--- src/rtl/ewps_pkg.sv ---
// Constants and state types for the EEPROM write-protect and status block.
// Assumes a 50 MHz system clock that oversamples the serial pins.
package ewps_pkg;
  // Command opcodes, sent MSB first
  localparam logic [7:0] OP_LATCH_SET = 8'h06;
  localparam logic [7:0] OP_LATCH_CLEAR = 8'h04;
  localparam logic [7:0] OP_STATUS_READ = 8'h05;
  localparam logic [7:0] OP_STATUS_WRITE = 8'h01;
  localparam logic [7:0] OP_ARRAY_WRITE = 8'h02;
  localparam logic [7:0] OP_ARRAY_READ = 8'h03;
  // Bit counts for frame ends, the last address bit, the wrap points and saturation
  localparam logic [5:0] CNT_OPC = 6'h08;
  localparam logic [5:0] CNT_STATUS = 6'h10;
  localparam logic [5:0] CNT_ADDR_END = 6'h17;
  localparam logic [5:0] CNT_WRITE = 6'h20;
  localparam logic [5:0] CNT_WRITE_WRAP = 6'h27;
  localparam logic [5:0] CNT_READ_WRAP = 6'h0F;
  localparam logic [5:0] CNT_MAX = 6'h3F;
  // Status byte layout
  localparam int SB_PIN_EN = 7;
  localparam int SB_GUARD_HI = 3;
  localparam int SB_GUARD_LO = 2;
  localparam int SB_LATCH = 1;
  localparam int SB_BUSY = 0;
  // Guarded ranges
  localparam logic [10:0] QUARTER_BASE = 11'h600;
  localparam logic [10:0] HALF_BASE = 11'h400;
  // Reset values (nonvolatile bits start cleared in this model)
  localparam logic RST_PIN_EN = 1'b0;
  localparam logic [1:0] RST_GUARD = 2'h0;
  localparam logic RST_LATCH = 1'b0;

  typedef struct packed {
    logic s1;
    logic s2;
    logic s3;
    logic f;
    logic rise;
    logic fall;
  } ewps_sync_t;

  typedef struct packed {
    logic sel;
    logic [5:0] cnt;
    logic [7:0] sh;
    logic [7:0] op;
    logic [10:0] addr;
    logic latch;
    logic busy;
    logic pin_en;
    logic [1:0] guard;
    logic so;
    logic so_oe;
    logic wr_start;
    logic [10:0] wr_addr;
    logic commit;
  } ewps_st_t;
endpackage : ewps_pkg

--- src/rtl/ewps_sync.sv ---
// Three-stage pin synchroniser with agreement filter and edge pulses.
// Assumes the pin is slow against clk_i.
`timescale 1ns/10ps
`default_nettype none
module ewps_sync #(
  parameter logic RST_VAL = 1'b0
) (
  // Clock and reset
  input wire logic clk_i,
  input wire logic rstn_i,
  // Pin and filtered result
  input wire logic pin_i,
  output logic lvl_o,
  output logic rise_o,
  output logic fall_o
);
  ewps_pkg::ewps_sync_t s_r;
  ewps_pkg::ewps_sync_t s_nxt;

  always_comb
  begin
    s_nxt = s_r;
    s_nxt.s1 = pin_i;
    s_nxt.s2 = s_r.s1;
    s_nxt.s3 = s_r.s2;
    // Only a level seen by both later stages is taken
    if (s_r.s2 == s_r.s3)
    begin
      s_nxt.f = s_r.s3;
    end
    s_nxt.rise = s_nxt.f & ~s_r.f;
    s_nxt.fall = ~s_nxt.f & s_r.f;
  end

  always_ff @(posedge clk_i or negedge rstn_i)
  begin
    if (!rstn_i)
    begin
      s_r <= '{RST_VAL, RST_VAL, RST_VAL, RST_VAL, 1'b0, 1'b0};
    end
    else
    begin
      s_r <= s_nxt;
    end
  end

  assign lvl_o = s_r.f;
  assign rise_o = s_r.rise;
  assign fall_o = s_r.fall;
endmodule : ewps_sync
`default_nettype wire

--- src/rtl/ewps_guard.sv ---
// Protection matrix: block guard decode plus the hardware protect pin.
// Purely combinational; the caller registers the decisions it acts on.
`timescale 1ns/10ps
`default_nettype none
module ewps_guard (
  // Protection state
  input wire logic latch_i,
  input wire logic pin_en_i,
  input wire logic wp_n_i,
  input wire logic [1:0] guard_i,
  input wire logic [10:0] addr_i,
  // Decisions
  output logic hw_prot_o,
  output logic array_ok_o,
  output logic status_ok_o
);
  logic blocked;

  always_comb
  begin
    unique case (guard_i)
      2'h0: blocked = 1'b0;
      2'h1: blocked = (addr_i >= ewps_pkg::QUARTER_BASE);
      2'h2: blocked = (addr_i >= ewps_pkg::HALF_BASE);
      2'h3: blocked = 1'b1;
    endcase
  end

  assign hw_prot_o = pin_en_i & ~wp_n_i;
  assign array_ok_o = latch_i & ~blocked;
  assign status_ok_o = latch_i & ~hw_prot_o;
endmodule : ewps_guard
`default_nettype wire

--- src/rtl/ewps_core.sv ---
// Write-protect, write enable latch and status byte of a serial EEPROM.
// Assumes an array datapath outside that programs the page after
// array_wr_start_o and pulses write_done_i when its cycle ends.
//
// Overview of operation
// - Enable sets latch, disable clears it
// - Latch clears at reset, disable, completed writes
// - Status read works anytime, even while busy
// - Status byte: pin enable, guards, latch, busy
// - Busy flag shows write cycle, read-only
// - Latch flag mirrors latch, read-only
// - Enable/disable ignore status protection state
// - Guard bits change only on accepted write
// - Guard code selects none, quarter, half, all
// - Pin enable bit written by status write
// - Hardware protection when pin low, enable set
// - Hardware protection refuses status writes only
// - Guarded blocks never written; latch gates writes
// - Write cycle starts only on exact deselect
// - Array access ignored during write cycle
// - Power-up standby, output released, latch clear
// - Opcodes 06, 04, 05, 01, MSB first
// - Latch set only on deselect after eight bits
// - Protect pin cannot abort started write
`timescale 1ns/10ps
`default_nettype none
module ewps_core (
  // Clock and reset
  input wire logic clk_i,
  input wire logic rstn_i,
  // Serial pins
  input wire logic cs_n_i,
  input wire logic sck_i,
  input wire logic si_i,
  input wire logic wp_n_i,
  output logic so_o,
  output logic so_oe_o,
  // Array datapath
  output logic array_wr_start_o,
  output logic [10:0] array_wr_addr_o,
  input wire logic write_done_i,
  // Nonvolatile store and state
  output logic nv_commit_o,
  output logic [7:0] status_o,
  output logic standby_o
);
  ewps_pkg::ewps_st_t s_r;
  ewps_pkg::ewps_st_t s_nxt;
  logic cs_lvl;
  logic cs_fall;
  logic cs_rise;
  logic sck_rise;
  logic sck_fall;
  logic si_lvl;
  logic wp_lvl;
  logic hw_prot;
  logic array_ok;
  logic status_ok;
  logic [7:0] status;

  //////////////////////////////////////////////////////////////////////
  // Pin synchronisers

  ewps_sync #(.RST_VAL(1'b1)) u_cs (
    .clk_i(clk_i),
    .rstn_i(rstn_i),
    .pin_i(cs_n_i),
    .lvl_o(cs_lvl),
    .rise_o(cs_rise),
    .fall_o(cs_fall)
  );

  ewps_sync #(.RST_VAL(1'b0)) u_sck (
    .clk_i(clk_i),
    .rstn_i(rstn_i),
    .pin_i(sck_i),
    .lvl_o(),
    .rise_o(sck_rise),
    .fall_o(sck_fall)
  );

  ewps_sync #(.RST_VAL(1'b0)) u_si (
    .clk_i(clk_i),
    .rstn_i(rstn_i),
    .pin_i(si_i),
    .lvl_o(si_lvl),
    .rise_o(),
    .fall_o()
  );

  ewps_sync #(.RST_VAL(1'b1)) u_wp (
    .clk_i(clk_i),
    .rstn_i(rstn_i),
    .pin_i(wp_n_i),
    .lvl_o(wp_lvl),
    .rise_o(),
    .fall_o()
  );

  //////////////////////////////////////////////////////////////////////
  // Protection decisions

  ewps_guard u_guard (
    .latch_i(s_r.latch),
    .pin_en_i(s_r.pin_en),
    .wp_n_i(wp_lvl),
    .guard_i(s_r.guard),
    .addr_i(s_r.addr),
    .hw_prot_o(hw_prot),
    .array_ok_o(array_ok),
    .status_ok_o(status_ok)
  );

  // Unused positions read zero
  always_comb
  begin
    status = 8'h00;
    status[ewps_pkg::SB_PIN_EN] = s_r.pin_en;
    status[ewps_pkg::SB_GUARD_HI] = s_r.guard[1];
    status[ewps_pkg::SB_GUARD_LO] = s_r.guard[0];
    status[ewps_pkg::SB_LATCH] = s_r.latch;
    status[ewps_pkg::SB_BUSY] = s_r.busy;
  end

  //////////////////////////////////////////////////////////////////////
  // Bit counter; status reads and page writes wrap so long frames stay legal

  function automatic logic [5:0] next_cnt(input logic [7:0] op, input logic [5:0] cnt);
    logic [5:0] r;
    r = cnt + 6'h01;
    if (cnt == ewps_pkg::CNT_MAX)
    begin
      r = cnt;
    end
    else if (op == ewps_pkg::OP_ARRAY_WRITE && cnt == ewps_pkg::CNT_WRITE_WRAP)
    begin
      r = ewps_pkg::CNT_WRITE;
    end
    else if (op == ewps_pkg::OP_STATUS_READ && cnt == ewps_pkg::CNT_READ_WRAP)
    begin
      r = ewps_pkg::CNT_OPC;
    end
    return r;
  endfunction : next_cnt

  //////////////////////////////////////////////////////////////////////
  // Command handling

  always_comb
  begin
    s_nxt = s_r;
    s_nxt.wr_start = 1'b0;
    s_nxt.commit = 1'b0;
    // Completion of the internal cycle ends busy and drops the latch
    if (s_r.busy && write_done_i)
    begin
      s_nxt.busy = 1'b0;
      s_nxt.latch = 1'b0;
    end
    if (cs_fall)
    begin
      s_nxt.sel = 1'b1;
      s_nxt.cnt = 6'h00;
      s_nxt.op = 8'h00;
    end
    if (s_r.sel && sck_rise)
    begin
      s_nxt.sh = {s_r.sh[6:0], si_lvl};
      s_nxt.cnt = next_cnt(s_r.op, s_r.cnt);
      if (s_r.cnt == ewps_pkg::CNT_OPC - 6'h01)
      begin
        s_nxt.op = {s_r.sh[6:0], si_lvl};
      end
      if (s_r.cnt >= ewps_pkg::CNT_OPC && s_r.cnt <= ewps_pkg::CNT_ADDR_END)
      begin
        s_nxt.addr = {s_r.addr[9:0], si_lvl};
      end
    end
    // Status shifts out after each falling edge, busy or not
    if (s_r.sel && sck_fall && s_r.op == ewps_pkg::OP_STATUS_READ &&
        s_r.cnt >= ewps_pkg::CNT_OPC)
    begin
      s_nxt.so_oe = 1'b1;
      s_nxt.so = status[~s_r.cnt[2:0]];
    end
    if (s_r.sel && cs_rise)
    begin
      s_nxt.sel = 1'b0;
      s_nxt.so_oe = 1'b0;
      // Commands act only on a deselect after a whole frame
      if (!s_r.busy)
      begin
        if (s_r.op == ewps_pkg::OP_LATCH_SET && s_r.cnt == ewps_pkg::CNT_OPC)
        begin
          s_nxt.latch = 1'b1;
        end
        if (s_r.op == ewps_pkg::OP_LATCH_CLEAR && s_r.cnt == ewps_pkg::CNT_OPC)
        begin
          s_nxt.latch = 1'b0;
        end
        if (s_r.op == ewps_pkg::OP_STATUS_WRITE && s_r.cnt == ewps_pkg::CNT_STATUS &&
            status_ok)
        begin
          s_nxt.pin_en = s_r.sh[ewps_pkg::SB_PIN_EN];
          s_nxt.guard = s_r.sh[ewps_pkg::SB_GUARD_HI:ewps_pkg::SB_GUARD_LO];
          s_nxt.busy = 1'b1;
          s_nxt.commit = 1'b1;
        end
        // Protection is judged once here; later pin changes cannot abort
        if (s_r.op == ewps_pkg::OP_ARRAY_WRITE && s_r.cnt == ewps_pkg::CNT_WRITE &&
            array_ok)
        begin
          s_nxt.busy = 1'b1;
          s_nxt.wr_start = 1'b1;
          s_nxt.wr_addr = s_r.addr;
        end
      end
    end
  end

  always_ff @(posedge clk_i or negedge rstn_i)
  begin
    if (!rstn_i)
    begin
      s_r.sel <= 1'b0;
      s_r.cnt <= 6'h00;
      s_r.sh <= 8'h00;
      s_r.op <= 8'h00;
      s_r.addr <= 11'h000;
      s_r.latch <= ewps_pkg::RST_LATCH;
      s_r.busy <= 1'b0;
      s_r.pin_en <= ewps_pkg::RST_PIN_EN;
      s_r.guard <= ewps_pkg::RST_GUARD;
      s_r.so <= 1'b0;
      s_r.so_oe <= 1'b0;
      s_r.wr_start <= 1'b0;
      s_r.wr_addr <= 11'h000;
      s_r.commit <= 1'b0;
    end
    else
    begin
      s_r <= s_nxt;
    end
  end

  assign so_o = s_r.so;
  assign so_oe_o = s_r.so_oe;
  assign array_wr_start_o = s_r.wr_start;
  assign array_wr_addr_o = s_r.wr_addr;
  assign nv_commit_o = s_r.commit;
  assign status_o = status;
  assign standby_o = ~s_r.sel;
endmodule : ewps_core
`default_nettype wire

--- config.mk ---
export PLATFORM = sky130hd
export DESIGN_NAME = ewps_core
export DESIGN_NICKNAME = d
export VERILOG_FILES = /design/src/rtl/ewps_pkg.sv /design/src/rtl/ewps_sync.sv /design/src/rtl/ewps_guard.sv /design/src/rtl/ewps_core.sv
export SDC_FILE = /design/constraint.sdc
export NUM_CORES = 1
export LEC_CHECK = 0
export ABC_AREA = 1
export BUFFER_PORTS_ARGS = -buffer_cell sky130_fd_sc_hd__buf_2
export CAP_MARGIN = 40
export CELL_PAD_IN_SITES_DETAIL_PLACEMENT = 2
export CELL_PAD_IN_SITES_GLOBAL_PLACEMENT = 2
export CORE_MARGIN = 2
export CORE_UTILIZATION = 30
export CTS_CLUSTER_DIAMETER = 30
export DETAILED_ROUTE_END_ITERATION = 7
export PLACE_DENSITY_LB_ADDON = 0.1
export REMOVE_ABC_BUFFERS = 1
export SLEW_MARGIN = 10
export SYNTH_ARGS = -nofsm -noshare
export SYNTH_HDL_FRONTEND = slang
export SYNTH_SLANG_ARGS = --single-unit
--- constraint.sdc ---
create_clock -name clk_i -period 3.37 [get_ports clk_i]
set_input_delay 0.5055 -clock clk_i [delete_from_list [all_inputs] [get_ports clk_i]]
set_output_delay 0.5055 -clock clk_i [all_outputs]
set_load 0.02 [all_outputs]
# Word level (Yosys, flattened, before mapping)
# Index checks and enable logic that the tools add are counted.
# Widths: inputs -> output; s select.
[word_totals] ramBits=0 output_inout_bits=24 ff_bits=74 elab_cells=126 latchBits=0 romBits=0 in_bits=7 memories=0
[op_classes] muxes=26 mul=0 shifts=0 eq_ne=20 reduce_logical=23 magnitude_cmp=5 addsub=1 div=0 bitwise=17
[op_table] cell="$mux 33" n=1
[op_table] cell="$eq 8x3->1 const B" n=3
[op_table] cell="$ge 11x11->1 const B" n=2
[op_table] cell="$eq 6x6->1 const B" n=3
[op_table] cell="$mux 6" n=3
[op_table] cell="$mux 8" n=2
[op_table] cell="$logic_and 1x1->1" n=15
[op_table] cell="$mux 14" n=1
[op_table] cell="$mux 13" n=1
[op_table] cell="$eq 6x4->1 const B" n=2
[op_table] cell="$mux 12" n=1
[op_table] cell="$mux 11" n=1
[op_table] cell="$mux 5" n=2
[op_table] cell="$mux 1" n=9
[op_table] cell="$not 1->1" n=9
[op_table] cell="$eq 8x1->1 const B" n=1
[op_table] cell="$eq 8x2->1 const B" n=1
[op_table] cell="$and 1x1->1" n=7
[op_table] cell="$mux 7" n=1
[op_table] cell="$add 6x1->6 const B" n=1
[op_table] cell="$eq 6x3->1 const B" n=1
[op_table] cell="$eq 6x5->1 const B" n=1
[op_table] cell="$ge 6x4->1 const B" n=1
[op_table] cell="$le 6x5->1 const B" n=1
[op_table] cell="other kinds (14)" n=22

# Depth between registers and ports, before layout
[logic_depth] depth_word=9 ltp_mapped=10 depth_no_buf=10

# By module
# Synthesis repeated with hierarchy kept, for this count alone.
[hier_totals] hier_cells=360 area_unflattened_um2=3364.5
[by_module_without_submodules] mod="ewps_core" n_inst=1 cells_per_inst=300 area_each_um2=2595.0 seq_area_each_um2=1351.3
[by_module_without_submodules] mod="ewps_sync (u_cs ...)" n_inst=2 cells_per_inst=13 area_each_um2=186.4 seq_area_each_um2=155.1
[by_module_without_submodules] mod="ewps_sync (u_sck ...)" n_inst=2 cells_per_inst=13 area_each_um2=181.4 seq_area_each_um2=150.1
[by_module_without_submodules] mod="ewps_guard" n_inst=1 cells_per_inst=8 area_each_um2=33.8 seq_area_each_um2=0.0

# Worst setup path before layout
# No wires, ideal clock.
[synth_timing] path_type="flip-flop to flip-flop" from="register s_r[47] (netlist name)" to="register s_r, in the netlist array_wr_addr_o[2]" setup_ns=0.116 required_time_ns=3.254 arrival_ns=1.335 path_slack_ns=1.919 period_less_slack_ns=1.451 path_buffers=1 path_stages_with_launch=11 path_cell_list="dfrtp_1 > inv_1 > ha_1 > inv_1 > nor2_4 > nand3_4 > nor2_8 > nand2_4 > buf_6 > nand2_1 > nand2_1"
[synth_via] elab_chain_cells=4
[synth_lines] element="from (decl)" line="ewps_core.sv:47" rtl="ewps_pkg::ewps_st_t s_r;"
[synth_lines] element="from (signal assigned)" line="ewps_core.sv:242" rtl="s_r <= s_nxt;"
[synth_lines] element="$eq 6x6->1" line="ewps_core.sv:210" rtl="if (s_r.op == ewps_pkg::OP_ARRAY_WRITE && s_r.cnt == ewps_pkg::CNT_WRITE &&"
[synth_lines] element="$logic_and 1x1->1 (2 in a row)" line="ewps_core.sv:210"
[synth_lines] element="$reduce_and 3->1 (no source line)"
# No other way between the ends.
# A chain may end at the register's enable or synchronous reset.

# Final worst setup path
[layout_timing] from="register s_r[53] (netlist name)" to="register s_r[28] (netlist name)"
[layout_via] elab_chain_cells=2
[layout_lines] element="$logic_and 1x1->1" line="ewps_core.sv:166" rtl="if (s_r.sel && sck_rise)"
[layout_lines] element="$reduce_and 2->1 (no source line)"
# No other way between the ends.

==> results.ini <==
[outcome]
status=completed

[layout]
final_nets=375
fin_util_pct=33.5
ff_latch_area_sq_mm=0.00186
drive_gt1_share_pct=16.2
diodes=0
final_area_sq_mm=0.00358
multi_input_area_sq_mm=0.00103
fillCellCount=1224
area.growth.synth_to_final_pct=10.1

[synth]
synth_top_cell_area_share_pct=50.7
synth_ff_type=dfrtp_1
synth_compound_area_share_pct=6.72
synth_common_cells=78 x nand2_1, 66 x dfrtp_1, 42 x inv_1
synth-simple-area-share_pct=22.3
synth_cells=354
syn-cell-area_sq_mm=0.00326
seq_area_frac_synth_pct=57.2
synthMuxAreaShare_pct=0
synthXorXnorAreaFrac_pct=0.807
yosys_register_bits=74
syn_avg_cell_area_sq_um=9.20
synth_adder_area_share_pct=1.38
synthArstFlopShare_pct=100
synth_edf_count=0
yosys_warnings=0
synth_cell_types=32
synth_top_family_by_area=simple AND/OR/NAND/NOR gates
synth_top_area_cell=dfrtp_1
yosysMostFrequentCell=nand2_1
synth_area_leaders=dfrtp_1 51%, nand2_1 9.0%, dfstp_2 6.5%

[timing]
layout_min_cycle_time_ns=1.94
maxSlewHeadroom_pct=58.9
drv_slew=0
hold_slack_ns=0.0810
period_share_pct=57.6
fmax_ghz=0.515
tns_ns=0
hold_violations=0
worst_pin_slew_ns=0.615
rsz0062_at_grt=no
setup_viol=0
worst_clock_skew_ns=0.0105

[cts]
cts_resized=0
cts_tree=done
ctsHoldBuffers=0
root_buffer=clkbuf_8
path_clk_slew_ns=0.08
max-clock-path-buffers=2
cts_buffers=9
cts.sinks=74
htreeDepth=3
postCtsSetupRepairBufs=0
clk_latency_ns=0.35

[routing]
wirelength_um=7330
wl_per_cell_um=14.3
ant_nets=0
viasPerCell=4.48
drt-pass1-iter-count=4
vias=2291
first_iter_violations=65
drc_errors=0

[min_path]
hold_path_class=primary input to async pin

[global_route]
antenna_found_initial=0
grt_pass1_vias=2434
grt_max_degree=46
grt_pass1_wl_um=12600
gr-usage-all-layers_pct=14.3
gr-total-overflow=0

[flow_run]
maxCapViolCount=0

[power_and_ir_drop]
clockPowerShare_pct=35.9
switching_share_pct=28.9
pwr-share-seq_pct=53.0
ir_drop_mv=0.183
design_power_total_mw=1.93
p_comb_share_pct=11.1
power_per_cell_area_mw_per_mm2=539
p_int_mw=1.37
p_leak_nw=1.82
power.switching_uw=559

[floorplanning]
io_pins=31
core_region_area_sq_mm=0.0107
die_area_sq_mm=0.0117
fp.dieH_um=108
row_count=38
initial_core_util_pct=30.4
die_x_um=108

[critical_path]
reg2reg_setup_slack_ns=1.43
end_kind=flop
path_class=flop to flop
worstPathRequired_ns=3.63
arrival_ns=2.20
path_max_fanout=22
startpoint_type=flop

[placement]
place_hpwl_um=5390
placed_area_sq_mm=0.00339
io_buffer_count=27
gp_congestion=0.715

==> layer usage <==
layer	vias up	global-route usage (%)	part of all wire (%)
met1	1131	20.1	51
met5	-	0	0
met3	8	4.16	2.7
met4	0	4.67	1.3
li1	1127	-	-
met2	25	21.2	45
==> sequential cells by signal, summed over array words and instances, names as in the netlist, 2 cells and up <==
register and count:
array_wr_addr_o 11, s_r 34, status_o 5, u_cs.s_nxt 2, u_wp.s_nxt 2, u_si.s_nxt 2
u_sck.s_nxt 2
==> area by class of cell <==
type	count	share of cell area (%)
clock inverters	6	1.85
repair buffers	28	4.61
clock buffers	10	3.56
well taps	140	4.89
inverters	43	4.50
flip-flops and latches	74	51.9
multi-input cells	210	28.7
==> path summary, 6_finish.rpt <==
check | to | startpoint | depth (start not counted)
min in group clk_i | u_cs.s_nxt[4] | cs_n_i | 1
max | s_r[28] | s_r[53] | 4
min | s_r[48] | rstn_i | 1
max in group asynchronous | u_wp.lvl_o | rstn_i | 2
max reg2reg | s_r[28] | s_r[53] | 4
min reg2reg | u_sck.s_nxt[3] | u_sck.s_nxt[4] | 0
==> power by group through the flow <==
stage | registers (mW) | logic, mW | clock network, mW
2_1_floorplan | 1.02 | 0.145 | 0
3_3_place_gp | 1.04 | 0.207 | 0
3_5_place_dp | 1.04 | 0.222 | 0
4_1_cts | 1.03 | 0.224 | 0.731
5_1_grt | 1.04 | 0.250 | 0.774
6_report | 1.02 | 0.214 | 0.694
==> worst max-delay path, stage by stage, from the launching register on <==
cell and delay [ns]:
dfrtp_1 0.40, nand2_1 0.39, inv_1 0.27, nand4_2 0.46
o21ai_0 0.34
==> cells by family (layout without fill, tap and decap cells) <==
group,after synthesis,after routing
AO/OA/AOI/OAI,42,42
adder cells (fa/ha/maj),4,4
buffers and inverters,72,87
AND/OR/NAND/NOR,158,158
flip-flops,74,74
other,1,3
XOR/XNOR,3,3
==> stage by stage <==
| step | cells | setup slack [ns] |
|---|---|---|
| after floorplan | 327 | 1.84 |
| after global placement | 494 | 1.46 |
| after detailed placement | 495 | 1.35 |
| after CTS | 511 | 1.33 |
| after global routing | 511 | 1.09 |
| final | 511 | 1.43 |
==> layout by cell type, fill, tap and decap left out, drive strengths merged <==
cell type / synthesis / layout
nand2: 80 / 80
dfrtp: 66 / 66
inv: 42 / 43
nand3: 35 / 35
nor2: 33 / 33
buf: 28 / 28
o21ai: 28 / 28
a21oi: 10 / 10
clkbuf: 1 / 10
dfstp: 8 / 8
nand4: 7 / 7
nor3: 3 / 3
conb: 1 / 3
clkinvlp: 0 / 3
o211ai: 2 / 2
xor2: 2 / 2
maj3: 2 / 2
ha: 2 / 2
clkinv: 1 / 2
xnor2: 1 / 1
o22ai: 1 / 1
o31ai: 1 / 1
bufinv: 0 / 1
(Power assumes the default switching activity.)
